<file path="src/rtl/cis_pkg.sv">
package cis_pkg;
	localparam int unsigned CLK_MHZ      = 250;
	localparam int unsigned SEL_DLY_NS   = 1800;
	localparam int unsigned ADR_DLY_NS   = 1000;
	localparam int unsigned STS_HOLD_NS  = 3600;
	localparam int unsigned TAG_DLY_NS   = 1000;
	localparam int unsigned CMD_FALL_NS  = 200;
	// least times, rounded up
	localparam int unsigned SEL_DLY_CYC  = (SEL_DLY_NS * CLK_MHZ + 999) / 1000;
	localparam int unsigned ADR_DLY_CYC  = (ADR_DLY_NS * CLK_MHZ + 999) / 1000;
	localparam int unsigned STS_HOLD_CYC = (STS_HOLD_NS * CLK_MHZ + 999) / 1000;
	localparam int unsigned TAG_DLY_CYC  = (TAG_DLY_NS * CLK_MHZ + 999) / 1000;
	localparam int unsigned CMD_FALL_CYC = (CMD_FALL_NS * CLK_MHZ + 999) / 1000;
	localparam int unsigned TMR_W        = 10;
	localparam int unsigned BYTE_W       = 8;
	localparam int unsigned DEV_END_BIT  = 5;
	localparam int unsigned UNIT_CHK_BIT = 6;
	localparam logic [BYTE_W-1:0] STS_KEEP = 8'h40;

	typedef enum logic [2:0] {
		CIS_IDLE   = 3'b000,
		CIS_WSEL   = 3'b001,
		CIS_ADDR   = 3'b011,
		CIS_STAT   = 3'b010,
		CIS_CFALL  = 3'b110,
		CIS_STAG   = 3'b111,
		CIS_WRESP  = 3'b101,
		CIS_WDESEL = 3'b100
	} cis_state_t;
endpackage

</file>
<file path="src/rtl/cis_sequencer.sv">
`timescale 1ns/1ps
`default_nettype none
module cis_sequencer
	import cis_pkg::*;
(
	input  wire logic              clk,             // 250 MHz clock
	input  wire logic              nrst,            // async reset, active low
	input  wire logic [3:0]        cu_addr,         // control unit address
	input  wire logic              addr_par_strap,  // installed address parity bit
	input  wire logic [3:0]        drive_addr,      // selected tape drive address
	input  wire logic [BYTE_W-1:0] status_set,      // pulses setting status latches
	input  wire logic              unit_free,       // selected drive unit free
	input  wire logic              ctl_initial,     // initial status of a control command
	input  wire logic              select_out,      // channel select out
	input  wire logic              command_out,     // channel command out
	input  wire logic              service_out,     // channel service out
	input  wire logic              suppress_out,    // channel suppress out
	output logic                   request_in,      // request in tag
	output logic                   operational_in,  // operational in tag
	output logic                   address_in,      // address in tag
	output logic                   status_in,       // status in tag
	output logic [BYTE_W-1:0]      bus_in,          // bus in data
	output logic                   bus_in_par,      // bus in parity
	output logic                   status_pending,  // blocks new operations
	output logic                   arm_clear,       // pulse: clear selected arm latch
	output logic                   int_stack        // internal stack latch
);
	// ----------------------------------------
	// reset synchroniser
	// ----------------------------------------
	logic rst_s1_r, rst_n_r;
	always_ff @(posedge clk or negedge nrst) begin
		if (!nrst) begin
			rst_s1_r <= 1'b0;
			rst_n_r  <= 1'b0;
		end else begin
			rst_s1_r <= 1'b1;
			rst_n_r  <= rst_s1_r;
		end
	end

	// ----------------------------------------
	// state and latches
	// ----------------------------------------
	cis_state_t        st_r, st_nxt;
	logic [TMR_W-1:0]  tmr_r, tmr_nxt;
	logic [BYTE_W-1:0] sts_r, sts_nxt;
	logic [BYTE_W-1:0] hold_r, hold_nxt;
	logic              stack_r, stack_nxt;
	logic              istack_r, istack_nxt;
	logic              burst_r, burst_nxt;
	logic              adr_r, adr_nxt;
	logic              stag_r, stag_nxt;
	logic              opin_r, opin_nxt;
	logic              par_r, par_nxt;
	logic              uf_only_r, uf_only_nxt;
	logic              cmd_d_r;

	function automatic logic odd_par(input logic [BYTE_W-1:0] b);
		return ~(^b);
	endfunction

	wire cmd_rise   = command_out & ~cmd_d_r;
	wire uf_any     = unit_free | istack_r;
	wire pend       = (|sts_r) | stack_r;
	wire want_int   = (pend | uf_any) & ~suppress_out;
	wire tmr_done   = (tmr_r == '0);
	wire [BYTE_W-1:0] sts_gate = sts_r |
		(BYTE_W'(unit_free | istack_r) << DEV_END_BIT);

	assign request_in     = (st_r == CIS_IDLE || st_r == CIS_WSEL) && want_int;
	assign operational_in = opin_r;
	assign address_in     = adr_r;
	assign status_in      = stag_r;
	assign bus_in         = hold_r;
	assign bus_in_par     = par_r;
	assign status_pending = pend;
	assign int_stack      = istack_r;
	assign arm_clear      = (st_r == CIS_WRESP) && service_out && unit_free;

	always_comb begin
		st_nxt      = st_r;
		tmr_nxt     = tmr_done ? tmr_r : tmr_r - 1'b1;
		sts_nxt     = sts_r | status_set;
		hold_nxt    = hold_r;
		stack_nxt   = stack_r;
		istack_nxt  = istack_r;
		burst_nxt   = burst_r;
		adr_nxt     = adr_r;
		stag_nxt    = stag_r;
		opin_nxt    = opin_r;
		par_nxt     = par_r;
		uf_only_nxt = uf_only_r;
		unique case (st_r)
			CIS_IDLE: begin
				if (want_int) begin
					st_nxt = CIS_WSEL;
				end
			end
			CIS_WSEL: begin
				if (!want_int && !select_out) begin
					st_nxt = CIS_IDLE;
				end else if (select_out) begin
					st_nxt  = CIS_ADDR;
					tmr_nxt = TMR_W'(SEL_DLY_CYC - 1);
				end
			end
			CIS_ADDR: begin
				if (!adr_r && !burst_r && tmr_done) begin
					stack_nxt   = 1'b0;
					burst_nxt   = 1'b1;
					opin_nxt    = 1'b1;
					hold_nxt    = {cu_addr, drive_addr};
					par_nxt     = addr_par_strap;
					uf_only_nxt = uf_any && (sts_r == '0) && !stack_r;
					tmr_nxt     = TMR_W'(ADR_DLY_CYC - 1);
				end else if (burst_r && !adr_r && tmr_done) begin
					adr_nxt = 1'b1;
				end else if (adr_r && cmd_rise) begin
					hold_nxt = sts_gate;
					par_nxt  = odd_par(sts_gate);
					st_nxt   = CIS_STAT;
					tmr_nxt  = TMR_W'(STS_HOLD_CYC - 1);
				end
			end
			CIS_STAT: begin
				if (tmr_done) begin
					adr_nxt = 1'b0;
					st_nxt  = CIS_CFALL;
				end
			end
			CIS_CFALL: begin
				// wait for command out to fall, then its timing
				if (command_out) begin
					tmr_nxt = TMR_W'(CMD_FALL_CYC - 1);
				end else if (tmr_done) begin
					st_nxt  = CIS_STAG;
					tmr_nxt = TMR_W'(TAG_DLY_CYC - 1);
				end
			end
			CIS_STAG: begin
				if (tmr_done) begin
					stag_nxt = 1'b1;
					st_nxt   = CIS_WRESP;
				end
			end
			CIS_WRESP: begin
				if (service_out) begin
					sts_nxt    = (sts_r & STS_KEEP) | status_set;
					istack_nxt = 1'b0;
					stack_nxt  = 1'b0;
					stag_nxt   = 1'b0;
					burst_nxt  = 1'b0;
					st_nxt     = CIS_WDESEL;
				end else if (cmd_rise) begin
					if (uf_only_r) begin
						istack_nxt = 1'b1;
					end else if (!ctl_initial) begin
						stack_nxt = 1'b1;
					end
					stag_nxt  = 1'b0;
					burst_nxt = 1'b0;
					st_nxt    = CIS_WDESEL;
				end
			end
			CIS_WDESEL: begin
				if (!select_out) begin
					opin_nxt = 1'b0;
					st_nxt   = CIS_IDLE;
				end
			end
			default: st_nxt = CIS_IDLE;
		endcase
	end

	always_ff @(posedge clk or negedge rst_n_r) begin
		if (!rst_n_r) begin
			st_r      <= CIS_IDLE;
			tmr_r     <= '0;
			sts_r     <= '0;
			hold_r    <= '0;
			stack_r   <= 1'b0;
			istack_r  <= 1'b0;
			burst_r   <= 1'b0;
			adr_r     <= 1'b0;
			stag_r    <= 1'b0;
			opin_r    <= 1'b0;
			par_r     <= 1'b0;
			uf_only_r <= 1'b0;
			cmd_d_r   <= 1'b0;
		end else begin
			st_r      <= st_nxt;
			tmr_r     <= tmr_nxt;
			sts_r     <= sts_nxt;
			hold_r    <= hold_nxt;
			stack_r   <= stack_nxt;
			istack_r  <= istack_nxt;
			burst_r   <= burst_nxt;
			adr_r     <= adr_nxt;
			stag_r    <= stag_nxt;
			opin_r    <= opin_nxt;
			par_r     <= par_nxt;
			uf_only_r <= uf_only_nxt;
			cmd_d_r   <= command_out;
		end
	end

	// ----------------------------------------
	// check helpers
	// ----------------------------------------
	// counts status-hold cycles; a long hold is checked on a counter, not unrolled
	logic [TMR_W-1:0] stat_cnt_r;
	always_ff @(posedge clk or negedge rst_n_r) begin
		if (!rst_n_r) begin
			stat_cnt_r <= '0;
		end else if (st_r == CIS_STAT) begin
			stat_cnt_r <= stat_cnt_r + 1'b1;
		end else begin
			stat_cnt_r <= '0;
		end
	end

	// ----------------------------------------
	// checks
	// ----------------------------------------
	property p_req_supp;
		@(posedge clk) disable iff (!rst_n_r) suppress_out |-> !request_in;
	endproperty
	a_req_supp: assert property (p_req_supp) else $error("request in under suppress");

	property p_opin_sel;
		@(posedge clk) disable iff (!rst_n_r) $fell(opin_r) |-> !$past(select_out);
	endproperty
	a_opin_sel: assert property (p_opin_sel) else $error("op in dropped with select");

	property p_adr_delay;
		@(posedge clk) disable iff (!rst_n_r) $rose(opin_r) |-> ##250 $rose(adr_r);
	endproperty
	a_adr_delay: assert property (p_adr_delay) else $error("address in delay wrong");

	property p_adr_drop;
		@(posedge clk) disable iff (!rst_n_r) $fell(adr_r)
			|-> (stat_cnt_r == TMR_W'(STS_HOLD_CYC)) && $past(st_r == CIS_STAT);
	endproperty
	a_adr_drop: assert property (p_adr_drop) else $error("address in drop wrong");

	property p_par;
		@(posedge clk) disable iff (!rst_n_r) $rose(stag_r) |-> ^{hold_r, par_r};
	endproperty
	a_par: assert property (p_par) else $error("status parity not odd");

	property p_stack_pend;
		@(posedge clk) disable iff (!rst_n_r) stack_r |-> status_pending;
	endproperty
	a_stack_pend: assert property (p_stack_pend) else $error("stack without pending");

	property p_svc_clear;
		@(posedge clk) disable iff (!rst_n_r) (st_r == CIS_WRESP && service_out)
			|=> !stag_r && !burst_r && ((sts_r & ~STS_KEEP) == $past(status_set & ~STS_KEEP));
	endproperty
	a_svc_clear: assert property (p_svc_clear) else $error("service out clear failed");

	property p_rej;
		@(posedge clk) disable iff (!rst_n_r) (st_r == CIS_WRESP && !service_out && cmd_rise)
			|=> !burst_r && (stack_r || istack_r || $past(ctl_initial));
	endproperty
	a_rej: assert property (p_rej) else $error("rejection not stacked");

	property p_req_pend;
		@(posedge clk) disable iff (!rst_n_r) (st_r == CIS_IDLE && pend && !suppress_out) |-> request_in;
	endproperty
	a_req_pend: assert property (p_req_pend) else $error("pending status without request in");

	property p_burst_opin;
		@(posedge clk) disable iff (!rst_n_r) $rose(burst_r) |-> opin_r && !stack_r;
	endproperty
	a_burst_opin: assert property (p_burst_opin) else $error("forced burst without op in");

	property p_sel_delay;
		@(posedge clk) disable iff (!rst_n_r) (st_r == CIS_WSEL && select_out) |-> ##[451:451] $rose(opin_r);
	endproperty
	a_sel_delay: assert property (p_sel_delay) else $error("op in delay after select wrong");

	property p_addr_byte;
		@(posedge clk) disable iff (!rst_n_r) $rose(opin_r) |-> bus_in == {$past(cu_addr), $past(drive_addr)};
	endproperty
	a_addr_byte: assert property (p_addr_byte) else $error("address byte wrong");

	property p_addr_par;
		@(posedge clk) disable iff (!rst_n_r) $rose(opin_r) |-> bus_in_par == $past(addr_par_strap);
	endproperty
	a_addr_par: assert property (p_addr_par) else $error("address parity not strapped");

	property p_status_byte;
		@(posedge clk) disable iff (!rst_n_r) (st_r == CIS_ADDR && adr_r && cmd_rise)
			|=> bus_in == $past(sts_r | (BYTE_W'(unit_free | istack_r) << DEV_END_BIT));
	endproperty
	a_status_byte: assert property (p_status_byte) else $error("status byte wrong");

	property p_stat_par;
		@(posedge clk) disable iff (!rst_n_r) (st_r == CIS_STAT) |-> ^{bus_in, bus_in_par};
	endproperty
	a_stat_par: assert property (p_stat_par) else $error("status byte parity not odd");

	property p_adr_hold;
		@(posedge clk) disable iff (!rst_n_r) (st_r == CIS_STAT) |-> adr_r && opin_r;
	endproperty
	a_adr_hold: assert property (p_adr_hold) else $error("address in lost during status");

	property p_cfall_tag;
		@(posedge clk) disable iff (!rst_n_r) (st_r == CIS_CFALL) |-> !stag_r;
	endproperty
	a_cfall_tag: assert property (p_cfall_tag) else $error("status in before command out fall");

	property p_stag_delay;
		@(posedge clk) disable iff (!rst_n_r) $rose(st_r == CIS_STAG) |-> ##250 $rose(stag_r);
	endproperty
	a_stag_delay: assert property (p_stag_delay) else $error("status in delay wrong");

	property p_arm;
		@(posedge clk) disable iff (!rst_n_r) arm_clear |-> st_r == CIS_WRESP && service_out;
	endproperty
	a_arm: assert property (p_arm) else $error("arm clear outside acceptance");

	property p_sts_keep;
		@(posedge clk) disable iff (!rst_n_r) (st_r == CIS_WRESP && service_out)
			|=> sts_r[UNIT_CHK_BIT] == ($past(sts_r[UNIT_CHK_BIT]) | $past(status_set[UNIT_CHK_BIT]));
	endproperty
	a_sts_keep: assert property (p_sts_keep) else $error("unit check not kept");

	property p_stag_svc;
		@(posedge clk) disable iff (!rst_n_r) (st_r == CIS_WRESP && service_out) |=> !status_in;
	endproperty
	a_stag_svc: assert property (p_stag_svc) else $error("status in held after service out");

	property p_opin_hold;
		@(posedge clk) disable iff (!rst_n_r) (st_r == CIS_WDESEL && select_out) |=> opin_r;
	endproperty
	a_opin_hold: assert property (p_opin_hold) else $error("op in dropped under select");

	property p_stack_set;
		@(posedge clk) disable iff (!rst_n_r)
			(st_r == CIS_WRESP && !service_out && cmd_rise && !uf_only_r && !ctl_initial) |=> stack_r;
	endproperty
	a_stack_set: assert property (p_stack_set) else $error("refused status not stacked");

	property p_istack_pend;
		@(posedge clk) disable iff (!rst_n_r) (istack_r && !stack_r && sts_r == '0) |-> !status_pending;
	endproperty
	a_istack_pend: assert property (p_istack_pend) else $error("internal stack raised pending");

	property p_retry;
		@(posedge clk) disable iff (!rst_n_r) (stack_r && st_r == CIS_IDLE && !suppress_out) |-> request_in;
	endproperty
	a_retry: assert property (p_retry) else $error("stacked status not retried");
endmodule
`default_nettype wire

</file>
<file path="config.mk">
export PLATFORM = sky130hd
export DESIGN_NAME = cis_sequencer
export DESIGN_NICKNAME = d
export VERILOG_FILES = /design/src/rtl/cis_pkg.sv /design/src/rtl/cis_sequencer.sv
export SDC_FILE = /design/constraint.sdc
export NUM_CORES = 1
export LEC_CHECK = 0
export BUFFER_PORTS_ARGS = -buffer_cell sky130_fd_sc_hd__buf_4
export CORE_UTILIZATION = 51
export DETAILED_ROUTE_END_ITERATION = 10
export PLACE_DENSITY = 0.83
export SKIP_CTS_REPAIR_TIMING = 1
export SYNTH_ARGS = -nofsm -noshare
export SYNTH_HDL_FRONTEND = slang
export SYNTH_SLANG_ARGS = --single-unit
export TNS_END_PERCENT = 1
</file>
<file path="constraint.sdc">
create_clock -name clk -period 2.25 [get_ports clk]
set_clock_uncertainty 0.05 [all_clocks]
set_input_delay 0.3375 -clock clk [delete_from_list [all_inputs] [get_ports clk]]
set_output_delay 0.3375 -clock clk [all_outputs]
set_load 0.03 [all_outputs]
</file>
==> results.md, run 1 <==
- Status: finished clean
- Post-Syn Nets: 253
- CP Class: flop to flop
- Net switching power: 1.27 mW
- Slew Viols, Final: 0
- Static leakage: 1.28 nW
- Crit path max fanout: 5
- WHS Path Cells: 2
- Antenna diode count: 0
- CTS clk-pin slew, worst paths: 0.09 ns
- Pwr per Cell Area: 1120 nW/um^2
- Total core area: 4320 um^2
- Via count: 1978
- Synth top area share: 43.7%
- Area growth from synthesis to layout: 25.8%
- Synth area leader: dfrtp_1
- WP data arrival: 2.29 ns
- Register area: 1000 um^2
- Synth Cell Area: 2290 um^2
- Startpoint types: flop
- Hpwl dp: 3920 um
- Prevailing post-synth register cell: dfrtp_1
- Min-Delay Endpoint: sts_r[1]
- Flop and latch count out of synthesis: 40
- Post-synthesis sequential area ratio: 43.7%
- PortBufs: 40
- CTS root buffer: clkbuf_8
- Chip Width: 69.0 um
- Sequential share of power: 34.1%
- Number of global-route vias before repair: 1899
- Fmax: 463 MHz
- Final worst path period share: 96.1%
- Layout Nets: 308
- Iter 0 DRT Violations: 157
- Dpl cells: 321
- GRT Residual Overflow: 0
- Design Power: 3.22 mW
- Logic gate share of total power: 47.6%
- Post-DRT Antenna Nets: 0
- Via density: 5.98
- Global-route wire length before repair: 9000 um
- Die Footprint: 4760 um^2
- Worst slack at placement: 0.0724 ns
- Initial Util: 53.0%
- # H-tree levels: 2
- Sink Count: 40
- Num CTS Buffers: 5
- Total of max-cap violations: 0
- DRC: 0
- Total track usage: 23.5%
- Final hold vios: 0
- Synthesized netlist cell count: 223
- Antenna violations before repair: 0
- Ys Warns: 0
- Clock power share: 18.3%
- RSZ-0062 raised after global routing: true
- Sw frac: 39.5%
- Fillers: 339
- Maximum number of pins on one net before global-route repair: 39
- Final WL: 5270 um
- Critical R2R Launch: tmr_r[0]
- Async SR Flop Fraction: 100%
- R2r setup slk: 0.09 ns
- Worst-case hold slack: 0.165 ns
- Most frequent cells in the layout: buf_4, dfrtp_1, nor2_1, inv_1, nand2_1
- Hold Path Class: primary input to flop
- Commonest non-fill, non-tap cell in the layout: buf_4
- TritonRoute pass-1 iters: 4
- Mapped Avg Cell Area: 10.3 um^2
- Final Critical Period: 2.16 ns
- Fin cells: 331
- Area of the multi-input gates: 1210 um^2
- Internal: 1.95 mW
- CTS tree: yes
- Slew @ Worst Pin: 0.528 ns
- Row count: 24
- Gpl congestion: 0.860
- Worst reg-to-reg path cell count: 9
- Top cells by area, synth: dfrtp_1, mux2_2, mux2_4
- CP endpoint kind: flop
- Worst Slack Setup Final: 0.0887 ns
- Post-synth cell types: 67
- Relative slew slack: 64.5%
- Min-delay src: status_set[1]
- Worst reg2reg endpoint: tmr_r[0]
- Count of flip-flops with a built-in enable after synthesis: 0
- Mean routed wirelength per cell: 15.9 um
- Top Ports: 41
- VDD IR max: 0.721 mV
- Layout cells sized above 1: 34.8%
- Worst skew pair latency: 0.30 ns
- Worst-case clock buffer depth: 2
- Die Y: 69.0 um
- Worst path required time: 2.38 ns
- Final setup vio count: 0
-- worst max path at each step --
stage | from | to | slack [ns] | cells past startpoint
after floorplan | tmr_r[0] | tmr_r[0] | -0.16 | 10
after global placement | tmr_r[1] | tmr_r[0] | 0.15 | 9
after detailed placement | tmr_r[1] | tmr_r[0] | 0.07 | 9
after CTS | sts_r[0] | request_in | 0.03 | 6
after global routing | sts_r[0] | request_in | -0.02 | 6
final | tmr_r[0] | tmr_r[0] | 0.09 | 9
-- state kept, by name, indices dropped and copies added (netlist names), 2 cells and up, named ones only --
signal  cells
tmr_r      10
st_r        2
bus_in      8
sts_r       8
-- layer usage --
layer | GRT usage, % | vias to the layer above | part of all wire, %
met4 | 9.07 | 0 | 1.3
met1 | 33.8 | 948 | 44
li1 | - | 938 | -
met3 | 4.68 | 8 | 6.4
met5 | 0 | - | 0
met2 | 34.8 | 84 | 49
-- power groups by stage --
stage | combinational (mW) | clock [mW] | sequential [mW]
CTS | 1.49 | 0.597 | 1.10
detailed placement | 1.49 | 0 | 1.11
global route | 1.67 | 0.619 | 1.14
floorplan | 0.852 | 0 | 1.28
finish | 1.53 | 0.590 | 1.10
global placement | 1.46 | 0 | 1.11
-- worst max-delay path, stage by stage (launching register included) --
cell,delay (ns)
dfrtp_1,0.39
inv_1,0.10
ha_4,0.16
or3b_4,0.40
nor3_4,0.14
inv_2,0.10
ha_4,0.22
a21oi_1,0.11
a41oi_1,0.05
or3_1,0.32
-- area by class of cell --
class                   count  share of cell area, %
clock buffers               5                   2.39
inverters                  14                   1.82
clock inverters             3                   1.48
well taps                  52                   2.26
flip-flops and latches     40                   34.8
repair buffers             58                   15.3
multi-input cells         159                   42.0
-- Yosys cell counts, drive strengths merged (2+ instances only) --
master	instances
a31oi	4
nand2	13
xor2	3
o21bai	2
nor4b	2
o21a	2
nand4	2
a311o	2
mux2	16
nor2	15
and3	2
clkbuf	6
a21oi	11
or2	3
mux2i	2
buf	4
or3	3
dfrtp	40
nor4	3
o31ai	3
inv	14
o21ai	10
nor2b	3
or4	2
nor3	11
nor3b	2
a21o	8
ha	5
xnor2	3
-- cell families after synthesis --
logic type,count (synthesis),share of synthesized area [%]
muxes,18,9.56
and+or+nand+nor,69,18.0
DFF,40,43.7
adders and majority gates,5,2.73
AOI/OAI and AO/OA,60,18.6
other,1,0.164
buffers and inverters,24,4.97
xor gates and xnor gates,6,2.30
-- per-stage QoR --
stage | instance area (um^2) | util [%] | TNS (ns)
6_report | 2880 | 66.6 | 0
5_1_grt | 2880 | 66.6 | -0.0247
4_1_cts | 2840 | 65.7 | 0
3_5_place_dp | 2730 | 63.1 | 0
3_3_place_gp | 2730 | 63.1 | 0
2_1_floorplan | 2310 | - | -0.164
(Power assumes the default switching activity.)
==> inputs of run 2 (changes only) <==
--- a/config.mk
+++ b/config.mk
@@ -6,9 +6,11 @@
 export NUM_CORES = 1
 export LEC_CHECK = 0
 export BUFFER_PORTS_ARGS = -buffer_cell sky130_fd_sc_hd__buf_4
+export CAP_MARGIN = 25
 export CORE_UTILIZATION = 51
 export DETAILED_ROUTE_END_ITERATION = 10
 export PLACE_DENSITY = 0.83
+export REMOVE_ABC_BUFFERS = 1
 export SKIP_CTS_REPAIR_TIMING = 1
 export SYNTH_ARGS = -nofsm -noshare
 export SYNTH_HDL_FRONTEND = slang
==> run 2 against run 1 <==
The flow now finishes with violations (design-rule violations); utilization is 0.75 points higher; first-iteration DRC count shrank 50%; clock-buffer cell count unchanged; flip-flop and latch count stayed put; critical path depth decreased by 2; design area rose by 1.1%; fmax is essentially flat; non-clock buffer count grew 5; wire length up 3.6%; die area stayed put; final cell count increased by 1.5%; critical endpoint unchanged; largest cell class unchanged.
==> results.md, run 2 (synthesized netlist as in run 1, its figures left out) <==
- Via density: 5.92 (-0.89%)
- CP endpoint kind: flop
- Layout Nets: 313 (+1.6%)
- Worst reg-to-reg path cell count: 7 (-2)
- Critical Path Max Stage Delay: 0.57 ns (+0.17 ns)
- Crit path max fanout: 4 (-1)
- CTS clk-pin slew, worst paths: 0.08 ns (about the same)
- Area of the multi-input gates: 1190 um^2 (-1.1%)
- Status: finished with violations
- Min-Delay Endpoint: sts_r[5]
- Final setup vio count: 0 (unchanged)
- Slew @ Worst Pin: 0.536 ns (+0.00839 ns)
- TritonRoute pass-1 iters: 7 (+3)
- Top reg by flops: tmr_r
- GRT Residual Overflow: 0 (unchanged)
- PortBufs: 40 (unchanged)
- Hold Path Class: primary input to flop
- Register area: 1000 um^2 (unchanged)
- RSZ-0062 raised after global routing: true
- Worst path required time: 2.38 ns (about the same)
- Chip Width: 69.0 um (unchanged)
- Max reg flops: 10 (unchanged)
- CP Class: flop to flop
- Design Power: 3.26 mW (+1.2%)
- Critical R2R Launch: tmr_r[8]
- VDD IR max: 0.598 mV (-17%)
- Global-route wire length before repair: 8930 um (-0.77%)
- Total core area: 4320 um^2 (unchanged)
- Worst-case hold slack: 0.165 ns (+0.000567 ns)
- # H-tree levels: 2 (unchanged)
- Num CTS Buffers: 5 (unchanged)
- Final WL: 5460 um (+3.6%)
- Final hold vios: 0 (unchanged)
- Antenna diode count: 0 (unchanged)
- Slowest-stage cell, CP: or4_4
- Commonest non-fill, non-tap cell in the layout: buf_4
- CTS root buffer: clkbuf_8
- Iter 0 DRT Violations: 79 (-50%)
- CP Cell Sequence: or4_4 -> nor3_4 -> inv_2 -> ha_1 -> a21oi_2 -> a41oi_1 -> or3_1
- Hpwl dp: 3860 um (-1.4%)
- Row count: 24 (unchanged)
- Top Ports: 41 (unchanged)
- Antenna violations before repair: 0 (unchanged)
- Gpl congestion: 0.916 (+6.5%)
- Final worst path period share: 96.1% (about the same)
- Worst reg2reg endpoint: tmr_r[0]
- Fillers: 361 (+6.5%)
- Fin cells: 336 (+1.5%)
- Relative slew slack: 64.2% (-0.31 points)
- Worst skew pair latency: 0.30 ns (about the same)
- Worst-case clock buffer depth: 2 (unchanged)
- Maximum number of pins on one net before global-route repair: 39 (unchanged)
- Initial Util: 53.0% (unchanged)
- WP data arrival: 2.29 ns (about the same)
- Layout cells sized above 1: 36.3% (+1.5 points)
- Area growth from synthesis to layout: 27.2%
- Worst slack at placement: 0.0128 ns (-0.0596 ns)
- TNS Setup: 0 ns (unchanged)
- Sink Count: 40 (unchanged)
- Die Footprint: 4760 um^2 (unchanged)
- Total track usage: 23.2% (-0.27 points)
- Dpl cells: 323 (+0.62%)
- Static leakage: 1.31 nW (+2.3%)
- Most frequent cells in the layout: buf_4, dfrtp_1, nor2_1, inv_1, nand2_1
- WHS Path Cells: 2 (unchanged)
- Number of global-route vias before repair: 1974 (+3.9%)
- Fmax: 462 MHz (about the same)
- Min-delay src: status_set[5]
- Via count: 1990 (+0.61%)
- R2r setup slk: 0.09 ns (about the same)
- Worst Slack Setup Final: 0.0878 ns (-0.000853 ns)
- CTS tree: yes
- Die Y: 69.0 um (unchanged)
- Post-DRT Antenna Nets: 0 (unchanged)
- Startpoint types: flop
- Final Critical Period: 2.16 ns (+0.000853 ns)
- Pwr per Cell Area: 1120 nW/um^2 (about the same)
- Mean routed wirelength per cell: 16.3 um (+2.1%)
- DRC: 1 (+1)
- Failing checks: design-rule violations
- Slew Viols, Final: 0 (unchanged)
- Total of max-cap violations: 0 (unchanged)
## run 2: per-layer routing
| layer | up-vias | track usage (%) | part of all wire (%) |
|---|---|---|---|
| met5 | - | 0 | 0 |
| met4 | 0 | 7.71 | 1.4 |
| met3 | 11 | 4.24 | 4.4 |
| met2 | 74 | 39.1 | 50 |
| met1 | 966 | 30.1 | 44 |
| li1 | 939 | - | - |
## run 2: power by group
| group | switching (mW) | internal, mW |
|---|---|---|
| logic | 0.827 | 0.728 |
| registers | 0.192 | 0.921 |
| clock network | 0.264 | 0.328 |
| total | 1.28 | 1.98 |
## run 2: cell type report
cell class / count / area share, %
clock buffers: 5 / 2.36
clock inverters: 3 / 1.46
inverters: 14 / 1.80
multi-input cells: 159 / 41.0
flip-flops and latches: 40 / 34.4
well taps: 52 / 2.23
repair buffers: 63 / 16.8
## run 2: critical path: cells and delay by family (launching register included)
kind | cells | cell delay [ns]
flip-flops | 1 | 0.41
adder cells (fa/ha/maj) | 1 | 0.28
AND/OR/NAND/NOR | 3 | 1.10
buffers and inverters | 1 | 0.05
AO/OA/AOI/OAI | 2 | 0.15
## run 2: worst max path at each step
stage	startpoint	end	slack, ns	cells past startpoint
final	tmr_r[8]	tmr_r[0]	0.09	7
after floorplan	tmr_r[1]	bus_in[0]	-0.39	6
after global routing	tmr_r[0]	tmr_r[0]	-0.02	9
after global placement	tmr_r[0]	tmr_r[0]	0.12	9
after CTS	tmr_r[0]	tmr_r[0]	0.005	9
after detailed placement	tmr_r[0]	tmr_r[0]	0.01	9
## run 2: stage by stage
| step | util [%] | instance area, um^2 |
|---|---|---|
| after floorplan | - | 2230 |
| after global placement | 63.4 | 2740 |
| after detailed placement | 63.4 | 2740 |
| after CTS | 66.0 | 2850 |
| after global routing | 67.4 | 2910 |
| final | 67.4 | 2910 |
==> inputs of run 3 (changes only) <==
--- a/config.mk
+++ b/config.mk
@@ -5,12 +5,13 @@
 export SDC_FILE = /design/constraint.sdc
 export NUM_CORES = 1
 export LEC_CHECK = 0
+export ABC_AREA = 1
 export BUFFER_PORTS_ARGS = -buffer_cell sky130_fd_sc_hd__buf_4
 export CAP_MARGIN = 25
+export CORE_ASPECT_RATIO = 0.5
 export CORE_UTILIZATION = 51
 export DETAILED_ROUTE_END_ITERATION = 10
-export PLACE_DENSITY = 0.83
-export REMOVE_ABC_BUFFERS = 1
+export PLACE_DENSITY = 0.82
 export SKIP_CTS_REPAIR_TIMING = 1
 export SYNTH_ARGS = -nofsm -noshare
 export SYNTH_HDL_FRONTEND = slang
==> run 3 against run 2 <==
The run now ends clean; final cell count increased by 32%; utilization decreased by 2.3 points; global-route usage increased by 1.6 points; critical path depth unchanged; combinational power increased by 17%; synthesized area increased by 6.8%; fmax increased by 5.0%; wire length increased by 7.3%; via count increased by 18%; synthesized cell count increased by 48%; critical path type is now flop to output pin; critical endpoint is now request_in; largest power group unchanged.
==> results.md, run 3 <==
- Status: finished clean
- Fmax: 486 MHz (+5.0%)
- WL met3: 359 um (+50%)
- Ys Warns: 0 (unchanged)
- Critical R2R Launch: tmr_r[1]
- Net switching power: 1.67 mW (+30%)
- Post-DRT Antenna Nets: 0 (unchanged)
- RSZ-0062 raised after global routing: false
- Final worst path period share: 91.5% (-4.6 points)
- Top Ports: 41 (unchanged)
- Metal2 WL: 2900 um (+6.3%)
- Max reg flops: 10 (unchanged)
- Pwr per Cell Area: 1230 nW/um^2 (+9.6%)
- Initial Util: 54.2% (+1.3 points)
- Total of max-cap violations: 0 (unchanged)
- PortBufs: 40 (unchanged)
- Maximum number of pins on one net before global-route repair: 39 (unchanged)
- Total track usage: 24.8% (+1.6 points)
- Flop and latch count out of synthesis: 40 (unchanged)
- Crit path max fanout: 4 (unchanged)
- TritonRoute pass-1 iters: 4 (-3)
- Sequential share of power: 32.7% (-1.4 points)
- CP Class: flop to output pin
- Min-Delay Endpoint: cmd_d_r
- Synth area leader: dfrtp_1
- Sink Count: 40 (unchanged)
- Worst reg2reg endpoint: bus_in[0]
- TNS Setup: 0 ns (unchanged)
- Layout cells sized above 1: 19.9% (-16 points)
- VDD IR max: 0.567 mV (-5.2%)
- CTS root buffer: clkbuf_8
- Top cells by area, synth: dfrtp_1, nand2_1, inv_1
- Final hold vios: 0 (unchanged)
- Fillers: 409 (+13%)
- Synthesized netlist cell count: 330 (+48%)
- Most frequent cells in the layout: nand2_1, inv_1, buf_4, dfrtp_1, nand3_1
- Adder and majority gate portion of the synthesized area: 2.56% (-0.17 points)
- Count leader, synth: nand2_1
- CTS tree: yes
- Largest family of logic cells by synthesized area: simple AND/OR/NAND/NOR gates
- Area share of xor/xnor cells in the synthesized design: 0.716% (-1.6 points)
- Mean routed wirelength per cell: 13.3 um (-18%)
- Worst-case clock buffer depth: 2 (unchanged)
- R2r setup slk: 0.33 ns (+0.24 ns)
- GRT Residual Overflow: 0 (unchanged)
- Commonest non-fill, non-tap cell in the layout: nand2_1
- Iter 0 DRT Violations: 102 (+29%)
- Die Footprint: 5090 um^2 (+7.0%)
- Global-route wire length before repair: 9650 um (+8.1%)
- WHS Path Cells: 1 (-1)
- Final Critical Period: 2.06 ns (-0.103 ns)
- Final WL: 5860 um (+7.3%)
- Worst path required time: 1.86 ns (-0.52 ns)
- Num CTS Buffers: 5 (unchanged)
- Hpwl dp: 4460 um (+16%)
- Sw frac: 46.4% (+7.0 points)
- Slew Viols, Final: 0 (unchanged)
- Antenna violations before repair: 0 (unchanged)
- Count of flip-flops with a built-in enable after synthesis: 0 (unchanged)
- Post-synthesis sequential area ratio: 40.9% (-2.8 points)
- Static leakage: 1.60 nW (+22%)
- Fin util: 65.0% (-2.3 points)
- Total core area: 4510 um^2 (+4.3%)
- Area growth from synthesis to layout: 19.8%
- Antenna diode count: 0 (unchanged)
- Layout Nets: 405 (+29%)
- Startpoint types: flop
- Metal1 wirelength: 2540 um (+5.4%)
- WP data arrival: 1.67 ns (-0.62 ns)
- Number of global-route vias before repair: 2252 (+14%)
- Uppermost routed layer: met4
- Logic gate share of total power: 50.3% (+2.6 points)
- Async SR Flop Fraction: 100% (unchanged)
- Post-synth cell types: 39 (-42%)
- Multiplexer share of the synthesized area: 0% (-9.6 points)
- Die Y: 51.0 um (-26%)
- Via density: 5.31 (-10%)
- Internal: 1.93 mW (-2.5%)
- Prevailing post-synth register cell: dfrtp_1
- Via count: 2348 (+18%)
- Post-synth top cells: nand2_1, inv_1, dfrtp_1
- Row count: 17 (-29%)
- Final setup vio count: 0 (unchanged)
- Post-Syn Nets: 360
- Hold Path Class: primary input to flop
- CP endpoint kind: output pin
- Worst skew pair latency: 0.30 ns (about the same)
- Mapped Avg Cell Area: 7.41 um^2 (-28%)
- Top reg by flops: tmr_r
- CTS clk-pin slew, worst paths: 0.09 ns (about the same)
- Chip Width: 99.9 um (+45%)
- Dpl cells: 433 (+34%)
- DRC: 0 (-1)
- Synth Cell Area: 2450 um^2 (+6.8%)
- Synth top area share: 40.9% (-2.8 points)
- Post-Synth Simple-Gate Area: 36.1% (+18 points)
- Clock power share: 17.0% (-1.2 points)
- Min-delay src: command_out
- Gpl congestion: 0.919 (+0.37%)
- Compound-Gate Fraction of Synth Area: 10.4% (-8.2 points)
- Fin cells: 442 (+32%)
- Worst reg-to-reg path cell count: 10 (+3)
- # H-tree levels: 2 (unchanged)
[run 3: worst max path at each step]
stage / from / end / slack (ns)
after global placement: tmr_r[0] / bus_in_par / 0.43
after global routing: st_r[0] / arm_clear / 0.05
after detailed placement: tmr_r[0] / bus_in[0] / 0.35
final: sts_r[2] / request_in / 0.19
after CTS: flop / arm_clear / 0.17
after floorplan: st_r[1] / arm_clear / 0.42
[run 3: kinds of logic after synthesis]
group | count (synthesis)
flip-flops | 40
XOR/XNOR | 2
AND/OR/NAND/NOR | 187
AO/OA/AOI/OAI | 41
other | 1
buffers and inverters | 54
adder cells (fa/ha/maj) | 5
[run 3: power by group through the flow]
stage	logic, mW	registers [mW]	clock network [mW]
6_report	1.81	1.18	0.611
3_5_place_dp	1.78	1.18	0
5_1_grt	1.99	1.21	0.648
3_3_place_gp	1.70	1.17	0
4_1_cts	1.80	1.17	0.617
2_1_floorplan	1.14	1.33	0
[run 3: metal layers]
layer / track usage, % / vias up
li1: - / 1145
met1: 31.0 / 1117
met2: 43.0 / 79
met3: 5.47 / 7
met4: 8.82 / 0
met5: 0 / -
[run 3: cell type report]
class / count / area [um^2] / area share, %
multi-input cells: 236 / 1220 / 41.6
repair buffers: 43 / 325 / 11.1
well taps: 66 / 82.6 / 2.82
flip-flops and latches: 40 / 1000 / 34.2
clock buffers: 5 / 68.8 / 2.35
clock inverters: 3 / 47.5 / 1.62
inverters: 49 / 185 / 6.32
[run 3: metrics by stage]
stage / cell area (um^2) / hold WS, ns / total power [mW] / setup WS [ns]
2_1_floorplan: 2450 / -0.00809 / 2.46 / 0.423
3_3_place_gp: 2800 / 0.0696 / 2.87 / 0.427
3_5_place_dp: 2800 / 0.0728 / 2.97 / 0.353
4_1_cts: 2920 / -0.260 / 3.58 / 0.169
5_1_grt: 2930 / 0.127 / 3.85 / 0.0549
6_report: 2930 / 0.140 / 3.60 / 0.190
[run 3: critical path: stages, from the launching register on]
cell	delay [ns]
dfrtp_1	0.37
inv_1	0.10
ha_1	0.16
nand2_1	0.05
inv_1	0.07
nand4_1	0.22
and3_1	0.22
buf_4	0.16
